[src/rtl/adcc_pkg.sv]
// Purpose: Shared constants for the converter control block.
// Assumes: 10 MHz system clock, AXI4-Lite register access.
// Notes: Contract
// Contract
// - Conversions only start while the converter enable bit is one.
// - A write clearing enable is ignored while busy or complete flag set.
// - Second DAC enable output follows its control bit directly.
// - First DAC enable is writable only while busy and flag are zero.
// - CPU-clocked conversion takes exactly 31 machine cycles.
// - Sequencing works with CPU clock up to 20 MHz.
// - Clock select bit switches conversion timing to the RC oscillator.
// - RC oscillator runs for the converter regardless of CPU clock.
// - RC-clocked conversions keep running through power-down.
// - RC mode: 3 to 4 machine cycles sync plus 108 RC clocks.
// - Writing start begins a conversion; bit reads busy until flag sets.
// - No new conversion starts while the complete flag is set.
// - Result lands in first DAC register and holds until next start; the code also takes a result write while busy and flag are zero.
// - Channel select bits cannot change during a conversion.
package adcc_pkg;

  // Register byte offsets
  localparam logic [7:0] CTRL_OFF = 8'hc0;
  localparam logic [7:0] RESULT_OFF = 8'hc4;
  localparam logic [7:0] DAC2_OFF = 8'hc8;

  // Control register fields; BIT_SETTLED is bit 8 of the result register read
  localparam int BIT_ENABLE = 7;
  localparam int BIT_DAC2_EN = 6;
  localparam int BIT_SECOND_DAC_REG_EN = 5;
  localparam int BIT_FLAG = 4;
  localparam int BIT_START = 3;
  localparam int BIT_RC_SEL = 2;
  localparam int BIT_CHAN_HI = 1;
  localparam int BIT_CHAN_LO = 0;
  localparam int BIT_SETTLED = 8;

  // Reset values
  localparam logic [7:0] CTRL_RESET = 8'h00;
  localparam logic [7:0] DAC_RESET = 8'h00;

  // Timing
  localparam int CLK_MHZ = 10;
  localparam int MAX_CPU_MHZ = 20;
  localparam int SETTLE_US = 10;
  localparam int SETTLE_CYC = SETTLE_US * CLK_MHZ;
  localparam int MC_CLOCKS = 6;
  localparam int CPU_CONV_MC = 31;
  localparam int CPU_CONV_CYC = CPU_CONV_MC * MC_CLOCKS;
  localparam int CPU_SETTLE = 2;
  localparam int CPU_TRIAL = (CPU_CONV_CYC - CPU_SETTLE) / 8;
  localparam int RC_SYNC_MC = 3;
  localparam int RC_SYNC_CYC = RC_SYNC_MC * MC_CLOCKS;
  localparam int RC_CONV_TICKS = 108;
  localparam int RC_SETTLE = 4;
  localparam int RC_TRIAL = (RC_CONV_TICKS - RC_SETTLE) / 8;

  // AXI responses
  localparam logic [1:0] RESP_OKAY = 2'h0;
  localparam logic [1:0] RESP_DECERR = 2'h3;

  // Sequencer states
  typedef enum logic [4:0] {
    ST_IDLE = 5'h01,
    ST_SYNC = 5'h02,
    ST_SETTLE = 5'h04,
    ST_TRIAL = 5'h08,
    ST_ALIGN = 5'h10
  } adcc_state_t;

endpackage

[src/rtl/adcc_conv_ctrl.sv]
// Purpose: Control register and SAR sequencer of the 4-input A/D converter.
// Assumes: Comparator, ladder and RC oscillator are outside; pins async.
// Notes: RC mode counts synchronised RC oscillator edges on the bus clock.
`timescale 1ns/1ps
module adcc_conv_ctrl
  import adcc_pkg::*;
#(
  parameter int ADDR_W = 8
) (
  // Clock and reset
  input wire logic clock,
  input wire logic rst_n,
  // AXI4-Lite write address
  input wire logic [ADDR_W-1:0] s_axi_awaddr,
  input wire logic s_axi_awvalid,
  output logic s_axi_awready,
  // AXI4-Lite write data
  input wire logic [31:0] s_axi_wdata,
  input wire logic [3:0] s_axi_wstrb,
  input wire logic s_axi_wvalid,
  output logic s_axi_wready,
  // AXI4-Lite write response
  output logic [1:0] s_axi_bresp,
  output logic s_axi_bvalid,
  input wire logic s_axi_bready,
  // AXI4-Lite read address
  input wire logic [ADDR_W-1:0] s_axi_araddr,
  input wire logic s_axi_arvalid,
  output logic s_axi_arready,
  // AXI4-Lite read data
  output logic [31:0] s_axi_rdata,
  output logic [1:0] s_axi_rresp,
  output logic s_axi_rvalid,
  input wire logic s_axi_rready,
  // Asynchronous inputs from the analog side and power control
  input wire logic power_down,
  input wire logic rc_osc_clk,
  input wire logic comp_high,
  // Analog control outputs and completion interrupt
  output logic converter_enable,
  output logic rc_osc_enable,
  output logic first_dac_enable,
  output logic second_dac_enable,
  output logic [3:0] analog_sel,
  output logic [7:0] first_dac_code,
  output logic [7:0] second_dac_code,
  output logic conv_irq
);

  // One-hot input select from channel code
  function automatic logic [3:0] chan_onehot(input logic [1:0] ch);
    chan_onehot = 4'h1 << ch;
  endfunction

  // Word-aligned register hit
  function automatic logic reg_hit(input logic [ADDR_W-1:0] a,
                                   input logic [7:0] off);
    reg_hit = (a[ADDR_W-1:2] == off[ADDR_W-1:2]);
  endfunction

  // Reset release and input synchronisers
  logic rst_meta_n;
  logic rst_s_n;
  logic [2:0] in_meta;
  logic [2:0] in_sync;
  logic rc_prev;
  logic pd_s;
  logic rc_edge;
  logic comp_s;

  always_ff @(posedge clock or negedge rst_n) begin
    if (!rst_n) begin
      rst_meta_n <= 1'b0;
      rst_s_n <= 1'b0;
    end else begin
      rst_meta_n <= 1'b1;
      rst_s_n <= rst_meta_n;
    end
  end

  // Two stages before use; edge detect reads only the second stage on
  always_ff @(posedge clock or negedge rst_s_n) begin
    if (!rst_s_n) begin
      in_meta <= 3'h0;
      in_sync <= 3'h0;
      rc_prev <= 1'b0;
    end else begin
      in_meta <= {comp_high, rc_osc_clk, power_down};
      in_sync <= in_meta;
      rc_prev <= in_sync[1];
    end
  end

  assign pd_s = in_sync[0];
  assign rc_edge = in_sync[1] & ~rc_prev;
  assign comp_s = in_sync[2];

  // Register and sequencer state
  logic enable, next_enable;
  logic dac2_en, next_dac2_en;
  logic second_dac_reg_en, next_second_dac_reg_en;
  logic flag, next_flag;
  logic busy, next_busy;
  logic rc_sel, next_rc_sel;
  logic [1:0] chan, next_chan;
  logic [7:0] first_dac_result_reg, next_first_dac_result_reg;
  logic [7:0] dac2, next_dac2;
  logic conv_rc, next_conv_rc;
  adcc_state_t state, next_state;
  logic [7:0] cnt, next_cnt;
  logic [2:0] bitn, next_bitn;
  logic [2:0] mc_div, next_mc_div;
  logic [7:0] en_age, next_en_age;
  logic [3:0] next_analog_sel;
  logic next_rc_osc_en;

  // Bus state
  logic aw_held, next_aw_held;
  logic w_held, next_w_held;
  logic [ADDR_W-1:0] aw_addr, next_aw_addr;
  logic [31:0] w_data, next_w_data;
  logic [3:0] w_strb, next_w_strb;
  logic next_awready, next_wready, next_arready;
  logic next_bvalid, next_rvalid;
  logic [1:0] next_bresp, next_rresp;
  logic [31:0] next_rdata;
  logic wr_fire;

  assign wr_fire = aw_held & w_held & ~s_axi_bvalid;

  // Bus slave: address and data taken in either order, then one response
  always_comb begin
    next_aw_held = aw_held;
    next_w_held = w_held;
    next_aw_addr = aw_addr;
    next_w_data = w_data;
    next_w_strb = w_strb;
    next_bvalid = s_axi_bvalid;
    next_bresp = s_axi_bresp;
    next_rvalid = s_axi_rvalid;
    next_rresp = s_axi_rresp;
    next_rdata = s_axi_rdata;
    if (s_axi_awvalid && s_axi_awready) begin
      next_aw_held = 1'b1;
      next_aw_addr = s_axi_awaddr;
    end
    if (s_axi_wvalid && s_axi_wready) begin
      next_w_held = 1'b1;
      next_w_data = s_axi_wdata;
      next_w_strb = s_axi_wstrb;
    end
    if (s_axi_bvalid && s_axi_bready) next_bvalid = 1'b0;
    if (wr_fire) begin
      next_aw_held = 1'b0;
      next_w_held = 1'b0;
      next_bvalid = 1'b1;
      if (reg_hit(aw_addr, CTRL_OFF) || reg_hit(aw_addr, RESULT_OFF) ||
          reg_hit(aw_addr, DAC2_OFF)) begin
        next_bresp = RESP_OKAY;
      end else begin
        next_bresp = RESP_DECERR;
      end
    end
    if (s_axi_rvalid && s_axi_rready) next_rvalid = 1'b0;
    if (s_axi_arvalid && s_axi_arready) begin
      next_rvalid = 1'b1;
      next_rresp = RESP_OKAY;
      next_rdata = 32'h0;
      if (reg_hit(s_axi_araddr, CTRL_OFF)) begin
        next_rdata[7:0] = {enable, dac2_en, second_dac_reg_en, flag, busy, rc_sel,
                           chan};
      end else if (reg_hit(s_axi_araddr, RESULT_OFF)) begin
        next_rdata[7:0] = first_dac_result_reg;
        next_rdata[BIT_SETTLED] = (en_age == 8'(SETTLE_CYC));
      end else if (reg_hit(s_axi_araddr, DAC2_OFF)) begin
        next_rdata[7:0] = dac2;
      end else begin
        next_rresp = RESP_DECERR;
      end
    end
    // Ready only while nothing is parked, so a stalled response blocks more
    next_awready = ~next_aw_held & ~next_bvalid;
    next_wready = ~next_w_held & ~next_bvalid;
    next_arready = ~next_rvalid;
  end

  always_ff @(posedge clock or negedge rst_s_n) begin
    if (!rst_s_n) begin
      aw_held <= 1'b0;
      w_held <= 1'b0;
      aw_addr <= '0;
      w_data <= 32'h0;
      w_strb <= 4'h0;
      s_axi_awready <= 1'b0;
      s_axi_wready <= 1'b0;
      s_axi_arready <= 1'b0;
      s_axi_bvalid <= 1'b0;
      s_axi_bresp <= RESP_OKAY;
      s_axi_rvalid <= 1'b0;
      s_axi_rresp <= RESP_OKAY;
      s_axi_rdata <= 32'h0;
    end else begin
      aw_held <= next_aw_held;
      w_held <= next_w_held;
      aw_addr <= next_aw_addr;
      w_data <= next_w_data;
      w_strb <= next_w_strb;
      s_axi_awready <= next_awready;
      s_axi_wready <= next_wready;
      s_axi_arready <= next_arready;
      s_axi_bvalid <= next_bvalid;
      s_axi_bresp <= next_bresp;
      s_axi_rvalid <= next_rvalid;
      s_axi_rresp <= next_rresp;
      s_axi_rdata <= next_rdata;
    end
  end

  // Control writes and SAR sequencer
  logic wr_ctrl, wr_res, wr_dac2, start_req, tick;
  logic [7:0] phase_len, mask, kept;

  assign wr_ctrl = wr_fire & w_strb[0] & reg_hit(aw_addr, CTRL_OFF);
  assign wr_res = wr_fire & w_strb[0] & reg_hit(aw_addr, RESULT_OFF);
  assign wr_dac2 = wr_fire & w_strb[0] & reg_hit(aw_addr, DAC2_OFF);
  assign tick = conv_rc ? rc_edge : 1'b1;

  always_comb begin
    next_enable = enable;
    next_dac2_en = dac2_en;
    next_second_dac_reg_en = second_dac_reg_en;
    next_flag = flag;
    next_busy = busy;
    next_rc_sel = rc_sel;
    next_chan = chan;
    next_first_dac_result_reg = first_dac_result_reg;
    next_dac2 = dac2;
    next_conv_rc = conv_rc;
    next_state = state;
    next_cnt = cnt;
    next_bitn = bitn;
    start_req = 1'b0;
    phase_len = 8'h0;
    mask = 8'h01 << bitn;
    kept = comp_s ? first_dac_result_reg : (first_dac_result_reg & ~mask);
    next_mc_div = (mc_div == 3'(MC_CLOCKS - 1)) ? 3'h0 : mc_div + 3'h1;
    // Settle age since enable, shown to software
    if (!enable) next_en_age = 8'h0;
    else if (en_age == 8'(SETTLE_CYC)) next_en_age = en_age;
    else next_en_age = en_age + 8'h1;
    if (wr_ctrl) begin
      if (w_data[BIT_ENABLE] || (!busy && !flag)) begin
        next_enable = w_data[BIT_ENABLE];
      end
      next_dac2_en = w_data[BIT_DAC2_EN];
      if (!busy && !flag) begin
        next_second_dac_reg_en = w_data[BIT_SECOND_DAC_REG_EN];
        next_chan = w_data[BIT_CHAN_HI:BIT_CHAN_LO];
      end
      if (!busy) next_rc_sel = w_data[BIT_RC_SEL];
      if (!w_data[BIT_FLAG]) next_flag = 1'b0;
      // Old flag checked, so a write that clears it cannot also start
      start_req = w_data[BIT_START] & enable & ~busy & ~flag;
    end
    if (wr_res && !busy && !flag) next_first_dac_result_reg = w_data[7:0];
    if (wr_dac2) next_dac2 = w_data[7:0];
    if (start_req) begin
      next_busy = 1'b1;
      next_conv_rc = next_rc_sel;
      next_state = next_rc_sel ? ST_SYNC : ST_SETTLE;
      next_cnt = 8'h0;
    end
    // Sequencer; completion placed after the write decode so its set beats a flag clear
    case (state)
      ST_IDLE: begin
      end
      ST_SYNC: begin
        if (cnt == 8'(RC_SYNC_CYC - 1)) begin
          next_state = ST_SETTLE;
          next_cnt = 8'h0;
        end else begin
          next_cnt = cnt + 8'h1;
        end
      end
      ST_SETTLE: begin
        phase_len = conv_rc ? 8'(RC_SETTLE) : 8'(CPU_SETTLE);
        if (tick) begin
          if (cnt == phase_len - 8'h1) begin
            next_state = ST_TRIAL;
            next_cnt = 8'h0;
            next_bitn = 3'h7;
            next_first_dac_result_reg = 8'h80;
          end else begin
            next_cnt = cnt + 8'h1;
          end
        end
      end
      ST_TRIAL: begin
        phase_len = conv_rc ? 8'(RC_TRIAL) : 8'(CPU_TRIAL);
        if (tick) begin
          if (cnt == phase_len - 8'h1) begin
            next_cnt = 8'h0;
            if (bitn == 3'h0) begin
              next_first_dac_result_reg = kept;
              if (conv_rc) begin
                next_state = ST_ALIGN;
              end else begin
                next_state = ST_IDLE;
                next_busy = 1'b0;
                next_flag = 1'b1;
              end
            end else begin
              next_first_dac_result_reg = kept | (mask >> 1);
              next_bitn = bitn - 3'h1;
            end
          end else begin
            next_cnt = cnt + 8'h1;
          end
        end
      end
      ST_ALIGN: begin
        // Finish on a machine-cycle boundary, the fourth sync cycle
        if (mc_div == 3'(MC_CLOCKS - 1)) begin
          next_state = ST_IDLE;
          next_busy = 1'b0;
          next_flag = 1'b1;
        end
      end
      default: begin
        next_state = ST_IDLE;
        next_busy = 1'b0;
      end
    endcase
    // Power-down stops a CPU-clocked conversion; RC-clocked ones go on
    if (busy && !conv_rc && pd_s) begin
      next_state = ST_IDLE;
      next_busy = 1'b0;
      next_flag = flag & next_flag;
    end
    next_analog_sel = chan_onehot(next_chan);
    next_rc_osc_en = next_enable & (next_rc_sel | next_busy & next_conv_rc);
  end

  always_ff @(posedge clock or negedge rst_s_n) begin
    if (!rst_s_n) begin
      enable <= CTRL_RESET[BIT_ENABLE];
      dac2_en <= CTRL_RESET[BIT_DAC2_EN];
      second_dac_reg_en <= CTRL_RESET[BIT_SECOND_DAC_REG_EN];
      flag <= CTRL_RESET[BIT_FLAG];
      busy <= CTRL_RESET[BIT_START];
      rc_sel <= CTRL_RESET[BIT_RC_SEL];
      chan <= CTRL_RESET[BIT_CHAN_HI:BIT_CHAN_LO];
      first_dac_result_reg <= DAC_RESET;
      dac2 <= DAC_RESET;
      conv_rc <= 1'b0;
      state <= ST_IDLE;
      cnt <= 8'h0;
      bitn <= 3'h0;
      mc_div <= 3'h0;
      en_age <= 8'h0;
      analog_sel <= 4'h1;
      rc_osc_enable <= 1'b0;
    end else begin
      enable <= next_enable;
      dac2_en <= next_dac2_en;
      second_dac_reg_en <= next_second_dac_reg_en;
      flag <= next_flag;
      busy <= next_busy;
      rc_sel <= next_rc_sel;
      chan <= next_chan;
      first_dac_result_reg <= next_first_dac_result_reg;
      dac2 <= next_dac2;
      conv_rc <= next_conv_rc;
      state <= next_state;
      cnt <= next_cnt;
      bitn <= next_bitn;
      mc_div <= next_mc_div;
      en_age <= next_en_age;
      analog_sel <= next_analog_sel;
      rc_osc_enable <= next_rc_osc_en;
    end
  end

  // Outputs taken straight from the register bits
  assign converter_enable = enable;
  assign first_dac_enable = second_dac_reg_en;
  assign second_dac_enable = dac2_en;
  assign first_dac_code = first_dac_result_reg;
  assign second_dac_code = dac2;
  assign conv_irq = flag;

  // Helper counters; wide enough that an RC conversion never wraps
  logic [9:0] age;
  logic [7:0] rc_age;
  always_ff @(posedge clock or negedge rst_s_n) begin
    if (!rst_s_n) begin
      age <= 10'h0;
      rc_age <= 8'h0;
    end else if (start_req) begin
      age <= 10'h0;
      rc_age <= 8'h0;
    end else if (busy) begin
      age <= age + 10'h1;
      if (rc_edge && (state == ST_SETTLE || state == ST_TRIAL)) begin
        rc_age <= rc_age + 8'h1;
      end
    end
  end
endmodule // adcc_conv_ctrl

[config.mk]
export PLATFORM = sky130hd
export DESIGN_NAME = adcc_conv_ctrl
export DESIGN_NICKNAME = d
export VERILOG_FILES = /design/src/rtl/adcc_pkg.sv /design/src/rtl/adcc_conv_ctrl.sv
export SDC_FILE = /design/constraint.sdc
export NUM_CORES = 1
export LEC_CHECK = 0
export CORE_MARGIN = 1
export CORE_UTILIZATION = 64
export DETAILED_ROUTE_END_ITERATION = 7
export DONT_BUFFER_PORTS = 1
export GPL_TIMING_DRIVEN = 0
export PLACE_DENSITY_LB_ADDON = 0.2
export SKIP_LAST_GASP = 1
export SLEW_MARGIN = 20
export SYNTH_ARGS = -nofsm -noshare
export SYNTH_HDL_FRONTEND = slang
export SYNTH_SLANG_ARGS = --single-unit
[constraint.sdc]
create_clock -name clock -period 3.75 [get_ports clock]
set_input_delay 0.1875 -clock clock [delete_from_list [all_inputs] [get_ports clock]]
set_output_delay 0.1875 -clock clock [all_outputs]
set_load 0.02 [all_outputs]
# After elaboration in Yosys (flattened, before gate mapping)
# Index checks and enable logic that the tools add are counted.
[op_classes]
add_sub_neg = 6
mul = 0
n_div = 0
n_lt_le_gt_ge = 0
n_eq_ne = 22
shift = 2
muxes = 81
bitwise = 27
n_reduce_logical = 21
[op_table]
columns = ["operator", "count"]
rows = [
  ["8-bit two-way mux", 18],
  ["5-bit two-way mux", 11],
  ["6-bit == test, second input constant", 6],
  ["1-bit two-way mux", 32],
  ["5-bit case mux with 5 select lines", 1],
  ["3-bit two-way mux", 8],
  ["8-bit case mux with 3 select lines", 1],
  ["8-bit by 1-bit adder with 8-bit output, second input constant", 2],
  ["8-bit == test", 2],
  ["8-bit case mux with 2 select lines", 1],
  ["1-bit bitwise AND", 15],
  ["2-bit two-way mux", 6],
  ["2-bit != test, second input constant", 6],
  ["1-bit logical AND", 10],
  ["8-bit bitwise AND", 1],
  ["8-bit by 5-bit == test with 1-bit output, second input constant", 1],
  ["8-bit by 7-bit == test with 1-bit output, second input constant", 1],
  ["1-bit inverter", 8],
  ["8-bit inverter", 1],
  ["8-bit by 7-bit bitwise OR with 8-bit output", 1],
  ["1-bit by 3-bit << shifter with 8-bit output, first input constant", 1],
  ["3-bit case mux with 2 select lines", 1],
  ["6-bit AND reduction", 1],
  ["5-bit by 1-bit subtractor with 6-bit output, second input constant", 1],
  ["other kinds (19)", 23],
]
[totals]
ff_bits = 103
latch_bits = 0
mem_bits_rw = 0
romBits = 0
inputBits = 62
out_inout_bits = 66
elab_cells = 194
mem_count = 0

# Longest topological paths before layout
# Gate-level depths: netlist of the first run.
[depth]
ltp_word = 15
mapped_depth = 7
depth_no_buf = 7

# Worst setup path before layout of the first run
# Ideal clock, no wire load.
[synth_timing]
kind = "flip-flop to flip-flop"
from = "reg cnt[7]"
to = "reg cnt[3]"
setup_time_ns = 0.135
arrival_ns = 1.907
required_ns = 3.615
setup_slack_ns = 1.708
stages_incl_launch_ff = 6
n_path_buf = 0
period_less_slack_ns = 2.042
cell_sequence = "dfrtp_1 or3_1 a2111oi_4 o221ai_2 nor3_4 o32ai_1"
[synth_between]
elab_chain_len = 4
word_cells_on_any_way = 9
classes_between = "eq/ne: 3; mux: 6"
[synth_lines]
columns = ["element", "line_no", "source"]
rows = [
  ["from (decl)", "adcc_conv_ctrl.sv:110", "logic [7:0] cnt, next_cnt;"],
  ["from (signal assigned)", "adcc_conv_ctrl.sv:375", "cnt <= next_cnt;"],
  ["8-bit == test (on tied branches)", "adcc_conv_ctrl.sv:301, adcc_conv_ctrl.sv:288", ""],
  ["8-bit two-way mux (on tied branches)", "adcc_conv_ctrl.sv:301, adcc_conv_ctrl.sv:288", ""],
  ["8-bit two-way mux (on tied branches)", "adcc_conv_ctrl.sv:300, adcc_conv_ctrl.sv:287", ""],
  ["8-bit case mux with 3 select lines (*)", "adcc_conv_ctrl.sv:274", "case (state)"],
  ["via next_cnt[3]", "adcc_conv_ctrl.sv:110", ""],
]
# The timed path passes the listed nets; every way through them passes the cells marked *.
# A chain may end at the register's enable or synchronous reset.

# Worst setup path in the final report of the first run
[layout_timing]
from = "reg cnt[7]"
to = "reg first_dac_result_reg[2] (netlist: first_dac_code[2])"
[layout_between]
elab_chain_len = 4
word_cells_on_any_way = 7
classes_between = "eq/ne: 2; mux: 5"
[layout_lines]
columns = ["element", "line_no", "source"]
rows = [
  ["8-bit == test (on tied branches)", "adcc_conv_ctrl.sv:301, adcc_conv_ctrl.sv:288", ""],
  ["8-bit two-way mux (on tied branches)", "adcc_conv_ctrl.sv:301, adcc_conv_ctrl.sv:288", ""],
  ["8-bit two-way mux (on tied branches)", "adcc_conv_ctrl.sv:300, adcc_conv_ctrl.sv:287", ""],
  ["8-bit case mux with 2 select lines (*)", "adcc_conv_ctrl.sv:274", ""],
  ["via next_first_dac_result_reg[2]", "adcc_conv_ctrl.sv:106", "logic [7:0] first_dac_result_reg, next_first_dac_result_reg;"],
  ["to (signal assigned)", "adcc_conv_ctrl.sv:371", "first_dac_result_reg <= next_first_dac_result_reg;"],
  ["to (decl)", "adcc_conv_ctrl.sv:106", ""],
]
# Marked as above.

==> reports/results.txt, run 1 <==
Bufs on Longest Clock Path - 2
initial antenna violation count - 0
CP peak stage delay - 0.61 ns
Via density - 6.015
cts bufs inserted - 9
# IOs - 128
Post-synth EDFFs - 0
root buf cell - clkbuf_8
Die Height - 91.76 um
Startpoint Class - flip-flop
initial DRC count - 222
setup TNS - 0 ns
HPWL after DPL - 8148 um
global-route wire length before repair - 19130 um
minimum clock period - 2.404 ns
status - completed
total grt overflow - 0
Worst VDD drop - 0.4189 mV
Post-CTS Resized - 0
RSZ-0062 raised after global routing - false
DRC - 0
Yosys Warn Count - 0
post-route ant nets - 0
Reg2Reg Setup Slack - 1.35 ns
first drt pass iteration count - 4
share of layout cells above drive strength 1 - 19.82%
HP Class - in -> async
critical path's slowest cell - nor4b_1
grt met1 use - 37.53%
data arrival time of the worst path - 2.63 ns
Worst Setup End Kind - flip-flop
GR Util met2 - 48.93%
Post-Syn Area - 5156 um2
Pleak - 2.561 nW
CTS clk-pin slew, worst paths - 0.10 ns
fin nets - 616
Die W - 91.76 um
H-tree levels - 3
per-cell routed wire length - 17.95 um
PwrDens - 498.1 nW/um2
Final GP Congestion - 0.9135
clock skew - 0.01179 ns
final setup vio count - 0
# Max-Cap Violations - 0
number of global-route vias before repair - 3928
row count - 32
commonest cells after routing, fill and taps aside - dfrtp_1, nand2_1, mux2_2, o21ai_0, buf_4
sequential cell area fraction in the yosys report - 48.10%
Layout area overhead - 13.03%
top_reg_cell synth - dfrtp_1
CTS tree - done
worst hold slack - 0.03826 ns
Worst-Margin Slew - 1.001 ns
# diodes - 0
DP Worst Slack - 1.381 ns
Syn Inst Count - 488
Tot GR Track Use - 29.51%
commonest non-fill, non-tap cell in the layout - dfrtp_1
final hold viol count - 0
fmax - 0.4159 GHz
Synth cell types - 73
Most Used Layer, Global Route - met2
Starting Density - 66.38%
vias - 3922
Core ar. - 7767 um2
DRT Wirelength - 11700 um
Synth async-reset ratio - 100.0%
WP data required - 3.97 ns
Slew Viols, Final - 0
Worst Setup Slack, final - 1.346 ns
# clock sinks - 99
syn avg cell area - 10.57 um2
fin crit share - 64.12%
Worst Path Max Fanout - 7
Crit Path Class - reg -> reg
normalized max-slew margin - 33.11%
met3 global-route usage - 8.458%
largest net degree at the start of global routing - 52
total die area - 8420 um2
CP cell instances - or3_1, nor4b_1, nand3_1, a21oi_1, o22ai_1
Buffers on Ports - 0
Yosys reg bits - 99
clk_lat worst skew - 0.37 ns
-- layout make-up --
cell class	instances	area [um2]
inverter	11	41.29
fill	539	1939
timing repair buffer	24	257.7
multi-input combinational	359	2461
sequential	99	2484
tap	102	127.6
buffer	41	262.8
clock buffer	9	123.9
clock inverter	7	70.07
-- flip-flops by register name, summed over array words and instances, names as in the netlist, 4 cells and up --
| name | count |
|---|---|
| w_data | 8 |
| cnt | 8 |
| second_dac_code | 8 |
| s_axi_rdata | 9 |
| state | 5 |
| analog_sel | 4 |
| first_dac_code | 8 |
| aw_addr | 6 |
| en_age | 8 |
-- cell usage after synthesis (3+ instances only) --
cell / count / area share (%)
dfrtp_1: 97 / 47
nand2_1: 41 / 3.0
mux2_2: 34 / 7.4
o21ai_0: 33 / 3.2
buf_4: 26 / 3.8
nor2_1: 25 / 1.8
a21oi_1: 17 / 1.7
nand3_1: 17 / 1.7
a22oi_1: 12 / 1.7
nor2b_1: 12 / 1.5
inv_1: 11 / 0.80
mux2i_1: 11 / 2.1
clkbuf_1: 10 / 0.73
o22ai_1: 10 / 1.2
ha_1: 9 / 2.2
a31oi_1: 8 / 0.97
nor3_1: 7 / 0.68
and2_1: 6 / 0.73
nand2b_1: 5 / 0.61
nand4_1: 5 / 0.61
or3_1: 5 / 0.61
xnor2_1: 5 / 0.85
nand3b_1: 4 / 0.58
nor3b_1: 4 / 0.58
o211ai_1: 4 / 0.58
or2_2: 4 / 0.49
and3_1: 3 / 0.36
nor4_1: 3 / 0.36
xor2_1: 3 / 0.51
-- metal layers --
| layer | wire [um] | vias up |
|---|---|---|
| met5 | 0 | - |
| met4 | 232 | 0 |
| met3 | 914 | 20 |
| met2 | 5744 | 156 |
| met1 | 4809 | 1913 |
| li1 | - | 1833 |
-- metrics by stage --
stage | power [mW] | instances | utilization [%] | area, um2
finish | 2.903 | 652 | 75.03 | 5828
global route | 3.026 | 652 | 75.03 | 5828
CTS | 2.883 | 652 | 75.03 | 5828
detailed placement | 2.194 | 613 | 69.57 | 5404
global placement | 2.154 | 612 | 69.09 | 5366
floorplan | 2.017 | 510 | - | 5239
-- path summary, 6_finish.rpt --
check | endpoint | depth (start not counted) | from
setup / recovery | first_dac_code[2] | 5 | cnt[7]
hold / removal | rst_s_n | 1 | rst_n
setup reg to reg | first_dac_code[2] | 5 | cnt[7]
hold reg to reg | mc_div[2] | 0 | rst_s_n
max in group asynchronous | s_axi_rdata[8] | 1 | rst_s_n
min in group clock | s_axi_rdata[0] | 3 | s_axi_arvalid
-- critical path, delay by kind of cell, from the launching register on --
family / cells / cell delay, ns
compound gates: 2 / 0.62
flops: 1 / 0.41
simple gates: 3 / 1.23
-- timing repair --
action	4_1_cts	5_1_grt
endpoints found under the hold margin	25	0
buffers inserted	0	0
hold buffers	23	0
endpoints found under the setup margin	0	0
-- cells by family (layout without fill, tap and decap cells) --
kind of cell	count (synthesis)	after routing	share of synthesized area, %
fa+ha+maj	9	9	2.184
compound gates	110	110	14.46
simple gates	163	163	18.30
other cells	2	24	0.1457
flops	99	99	48.10
mux	45	45	9.561
xor+xnor	8	8	1.359
buf+inv	52	92	5.897
-- report_power, final --
group | switching, mW | leakage, nW | internal [mW]
Combinational | 0.260 | 1.25 | 0.284
Sequential | 0.400 | 1.21 | 1.28
Clock | 0.420 | 0.101 | 0.261
Total | 1.08 | 2.56 | 1.82
Power figures use the tool's default switching activity.
==> run 2: changes to the inputs <==
--- a/config.mk
+++ b/config.mk
@@ -6,7 +6,7 @@
 export NUM_CORES = 1
 export LEC_CHECK = 0
 export CORE_MARGIN = 1
-export CORE_UTILIZATION = 64
+export CORE_UTILIZATION = 57
 export DETAILED_ROUTE_END_ITERATION = 7
 export DONT_BUFFER_PORTS = 1
 export GPL_TIMING_DRIVEN = 0
==> constraint.sdc (replaced) <==
create_clock -name clock -period 2.2 [get_ports clock]
set_input_delay 0.11 -clock clock [delete_from_list [all_inputs] [get_ports clock]]
set_output_delay 0.11 -clock clock [all_outputs]
set_load 0.02 [all_outputs]
==> reports/results.txt, run 2 (same netlist as run 1, synthesis figures left out) <==
status - completed
number of global-route vias before repair - 3778
CP endpoint - cnt[4]
initial antenna violation count - 0
WP data required - 2.45 ns
post-layout util - 69.11%
cts bufs inserted - 9
final hold viol count - 0
# clock sinks - 99
Top delay family on crit path - compound AO/OA/AOI/OAI gates
HP Class - in -> reg
worst r2r dst - cnt[4]
RSZ-0062 raised after global routing - true
fin crit share - 97.14%
first drt pass iteration count - 7
# diodes - 0
data arrival time of the worst path - 2.39 ns
Placed Cells incl. Taps - 619
# Max-Cap Violations - 0
initial DRC count - 206
H-tree levels - 3
Worst Setup Slack, final - 0.06282 ns
fmax - 0.4679 GHz
fin nets - 625
Die Height - 97.11 um
non-filler cells, final - 667
WP buf/inv - 1
commonest cells after routing, fill and taps aside - dfrtp_1, nand2_1, mux2_2, buf_4, o21ai_0
Worst-Margin Slew - 0.8651 ns
minimum clock period - 2.137 ns
crit path from - cnt[1]
critical path's slowest cell - dfrtp_2
Startpoint Class - flip-flop
Bufs on Longest Clock Path - 2
row count - 34
largest net degree at the start of global routing - 59
final setup vio count - 0
Layout area overhead - 16.89%
HPWL after DPL - 8113 um
clk_lat worst skew - 0.38 ns
PwrDens - 847.8 nW/um2
CTS clk-pin slew, worst paths - 0.11 ns
Pleak - 2.640 nW
Crit Path Class - reg -> reg
post-route ant nets - 0
DP Worst Slack - -0.2115 ns
Core ar. - 8721 um2
Slew Viols, Final - 0
vias - 3918
CP peak stage delay - 0.49 ns
share of layout cells above drive strength 1 - 22.54%
clock skew - 0.01266 ns
most flop-heavy register - s_axi_rdata
Reg2Reg Setup Slack - 0.06 ns
Via density - 5.874
Worst VDD drop - 0.8314 mV
Tot GR Track Use - 25.61%
# IOs - 128
Largest register FFs - 9
CTS tree - done
R2R cell count - 6
DRC - 0
total die area - 9430 um2
normalized max-slew margin - 41.85%
Die W - 97.11 um
Worst Setup End Kind - flip-flop
Starting Density - 59.12%
Final GP Congestion - 0.8954
Worst Path Max Fanout - 8
commonest non-fill, non-tap cell in the layout - dfrtp_1
total grt overflow - 0
root buf cell - clkbuf_8
per-cell routed wire length - 17.66 um
CP cell instances - or3b_4, a2111oi_4, buf_4, o221ai_4, nor3_4, o21ai_0
CP Depth - 6
Buffers on Ports - 0
DRT Wirelength - 11780 um
global-route wire length before repair - 19110 um
Pwr Total - 5.110 mW
r2r startpoint - cnt[1]
-- run 2: layer usage --
layer	up-vias	part of all wire, %	track usage, %
met4	0	1.3	8.266
li1	1856	-	-
met1	1931	43	34.56
met3	14	5.4	6.475
met5	-	0	0
met2	117	50	40.74
-- run 2: worst min path at each step --
stage	start	to	slack [ns]	cells after the start
after CTS	s_axi_arvalid	s_axi_rdata[0]	0.03	3
after floorplan	rst_n	rst_meta_n	-0.19	0
after detailed placement	rst_n	rst_meta_n	-0.19	0
final	s_axi_arvalid	s_axi_rdata[0]	0.05	3
after global routing	s_axi_arvalid	s_axi_rdata[0]	0.08	3
after global placement	rst_n	rst_s_n	-0.19	0
-- run 2: timing repair --
item / in CTS / in global routing
hold buffers: 24 / 0
setup buffers: 3 / 5
pin swaps: 1 / 5
resized for setup: 8 / 6
endpoints found under the setup margin: 27 / 35
hold endpoints to repair: 26 / 0
-- run 2: through the flow --
step | TNS (ns) | area (um2) | hold WS, ns
finish | 0 | 6027 | 0.05367
global route | -0.09500 | 6027 | 0.07524
CTS | -0.06115 | 5942 | 0.03197
detailed placement | -3.295 | 5411 | -0.1855
global placement | -1.949 | 5375 | -0.1856
floorplan | 0 | 5240 | -0.1856
-- run 2: area by class of cell --
cell class / count / area, um2
plain buffers: 41 / 262.8
clock buffers: 9 / 123.9
clock inverters: 7 / 102.6
fillers: 664 / 2694
inverters: 11 / 41.29
multi-input cells: 359 / 2536
flip-flops and latches: 99 / 2485
well taps: 108 / 135.1
repair buffers: 33 / 340.3
-- run 2: power breakdown --
group          internal, mW  switching [mW]  leakage, nW  total [mW]
Combinational         0.502           0.440         1.31       0.942
Clock                 0.569           0.732        0.114        1.30
Sequential             2.18           0.689         1.21        2.87
Total                  3.25            1.86         2.64        5.11
-- run 2: tightest hold or removal path, stage by stage --
cell	delay [ns]
and2_1	0.14
nor2_1	0.09
a31oi_1	0.05
==> run 3: changes to the inputs <==
--- a/config.mk
+++ b/config.mk
@@ -6,7 +6,7 @@
 export NUM_CORES = 1
 export LEC_CHECK = 0
 export CORE_MARGIN = 1
-export CORE_UTILIZATION = 57
+export CORE_UTILIZATION = 53
 export DETAILED_ROUTE_END_ITERATION = 7
 export DONT_BUFFER_PORTS = 1
 export GPL_TIMING_DRIVEN = 0
==> reports/results.txt, run 3 (same netlist as run 1, synthesis figures left out) <==
# IOs - 128
total grt overflow - 0
Worst Setup End Kind - flip-flop
H-tree levels - 3
WP data required - 2.47 ns
vias - 3949
Hold Path Cell Cnt - 3
CTS tree - done
total die area - 10130 um2
commonest cells after routing, fill and taps aside - dfrtp_1, nand2_1, buf_4, mux2_2, o21ai_0
per-cell routed wire length - 17.11 um
Sequential Area - 2486 um2
Die W - 100.6 um
post-layout util - 64.84%
Worst Path Max Fanout - 8
R2R cell count - 4
Die Height - 100.6 um
# diodes - 0
Placed Cells incl. Taps - 641
final setup vio count - 0
data arrival time of the worst path - 2.43 ns
first drt pass iteration count - 5
Core ar. - 9328 um2
Startpoint Class - flip-flop
Layout area overhead - 17.30%
non-filler cells, final - 690
RSZ-0062 raised after global routing - true
multi-input logic area - 2537 um2
global-route wire length before repair - 19090 um
normalized max-slew margin - 41.02%
number of global-route vias before repair - 3890
HPWL after DPL - 8154 um
Crit Path Class - reg -> reg
Bufs on Longest Clock Path - 2
largest net degree at the start of global routing - 40
root buf cell - clkbuf_8
Buffers on Ports - 0
row count - 35
HP Class - in -> reg
Worst VDD drop - 0.7337 mV
PwrDens - 830.1 nW/um2
Tot GR Track Use - 24.23%
Worst-Margin Slew - 0.8773 ns
share of layout cells above drive strength 1 - 22.99%
# clock sinks - 99
CTS clk-pin slew, worst paths - 0.11 ns
commonest non-fill, non-tap cell in the layout - dfrtp_1
fmax - 0.4631 GHz
clock skew - 0.01198 ns
fin nets - 627
status - completed
Pleak - 2.649 nW
# Max-Cap Violations - 0
initial antenna violation count - 0
Via density - 5.723
cts bufs inserted - 9
DRC - 0
most flop-heavy register - s_axi_rdata
FILL cells - 729
fin crit share - 98.15%
Starting Density - 55.28%
minimum clock period - 2.159 ns
clk_lat worst skew - 0.38 ns
Slew Viols, Final - 0
Largest register FFs - 9
final hold viol count - 0
Final GP Congestion - 0.8499
initial DRC count - 223
post-route ant nets - 0
DRT Wirelength - 11810 um
==> run 3: path summary, 6_finish.rpt <==
check / endpoint / slack, ns / from
worst max-delay path: second_dac_code[2] / 0.04 / s_axi_bvalid
worst min-delay path: s_axi_rdata[1] / 0.05 / s_axi_arvalid
worst max register to register: second_dac_code[2] / 0.04 / s_axi_bvalid
worst min register to register: en_age[5] / 0.24 / rst_s_n
max in group asynchronous: analog_sel[0] / 1.14 / rst_s_n
min in group asynchronous: en_age[5] / 0.24 / rst_s_n
==> run 3: power by group <==
group,internal (mW),switching (mW),total (mW)
Combinational,0.511,0.457,0.968
Sequential,2.18,0.680,2.86
Clock,0.456,0.736,1.19
Total,3.15,1.87,5.02
==> run 3: critical path, cell delays in order (launching register included) <==
cell	delay (ns)
dfrtp_2	0.48
nand4b_1	0.32
buf_4	0.23
nor4b_4	0.59
mux2_2	0.42
==> run 3: stage by stage <==
| stage | hold WS [ns] | TNS (ns) | total power, mW | area, um2 | setup WS, ns |
|---|---|---|---|---|---|
| 2_1_floorplan | -0.1856 | 0 | 3.439 | 5240 | 0.1582 |
| 3_5_place_dp | -0.1855 | -3.661 | 3.739 | 5450 | -0.2691 |
| 4_1_cts | 0.03385 | -0.07949 | 4.987 | 5941 | -0.03450 |
| 6_report | 0.05333 | 0 | 5.021 | 6048 | 0.04079 |
| 5_1_grt | 0.07365 | -0.2261 | 5.255 | 6048 | -0.04239 |
| 3_3_place_gp | -0.1855 | -2.505 | 3.673 | 5401 | -0.2300 |
==> run 3: repair_timing <==
item                                    in CTS  in global routing
pin swaps                                    1                  5
endpoints found under the setup margin      30                 30
gates resized for setup                      6                  9
hold endpoints to repair                    26                  0
setup buffers                                2                  7
hold buffers                                24                  0
==> run 3: metal layers <==
layer | up-vias | track usage [%] | part of all wire (%)
met3 | 18 | 6.241 | 5.7
met5 | - | 0 | 0
li1 | 1850 | - | -
met4 | 0 | 7.358 | 1.6
met2 | 126 | 40.15 | 50
met1 | 1955 | 31.38 | 43
==> run 3: final cells by class <==
type / instances / area share [%]
flip-flops and latches: 99 / 41.10
multi-input cells: 359 / 41.95
well taps: 129 / 2.669
plain buffers: 41 / 4.344
clock buffers: 9 / 2.048
clock inverters: 7 / 1.241
repair buffers: 35 / 5.958
inverters: 11 / 0.6827
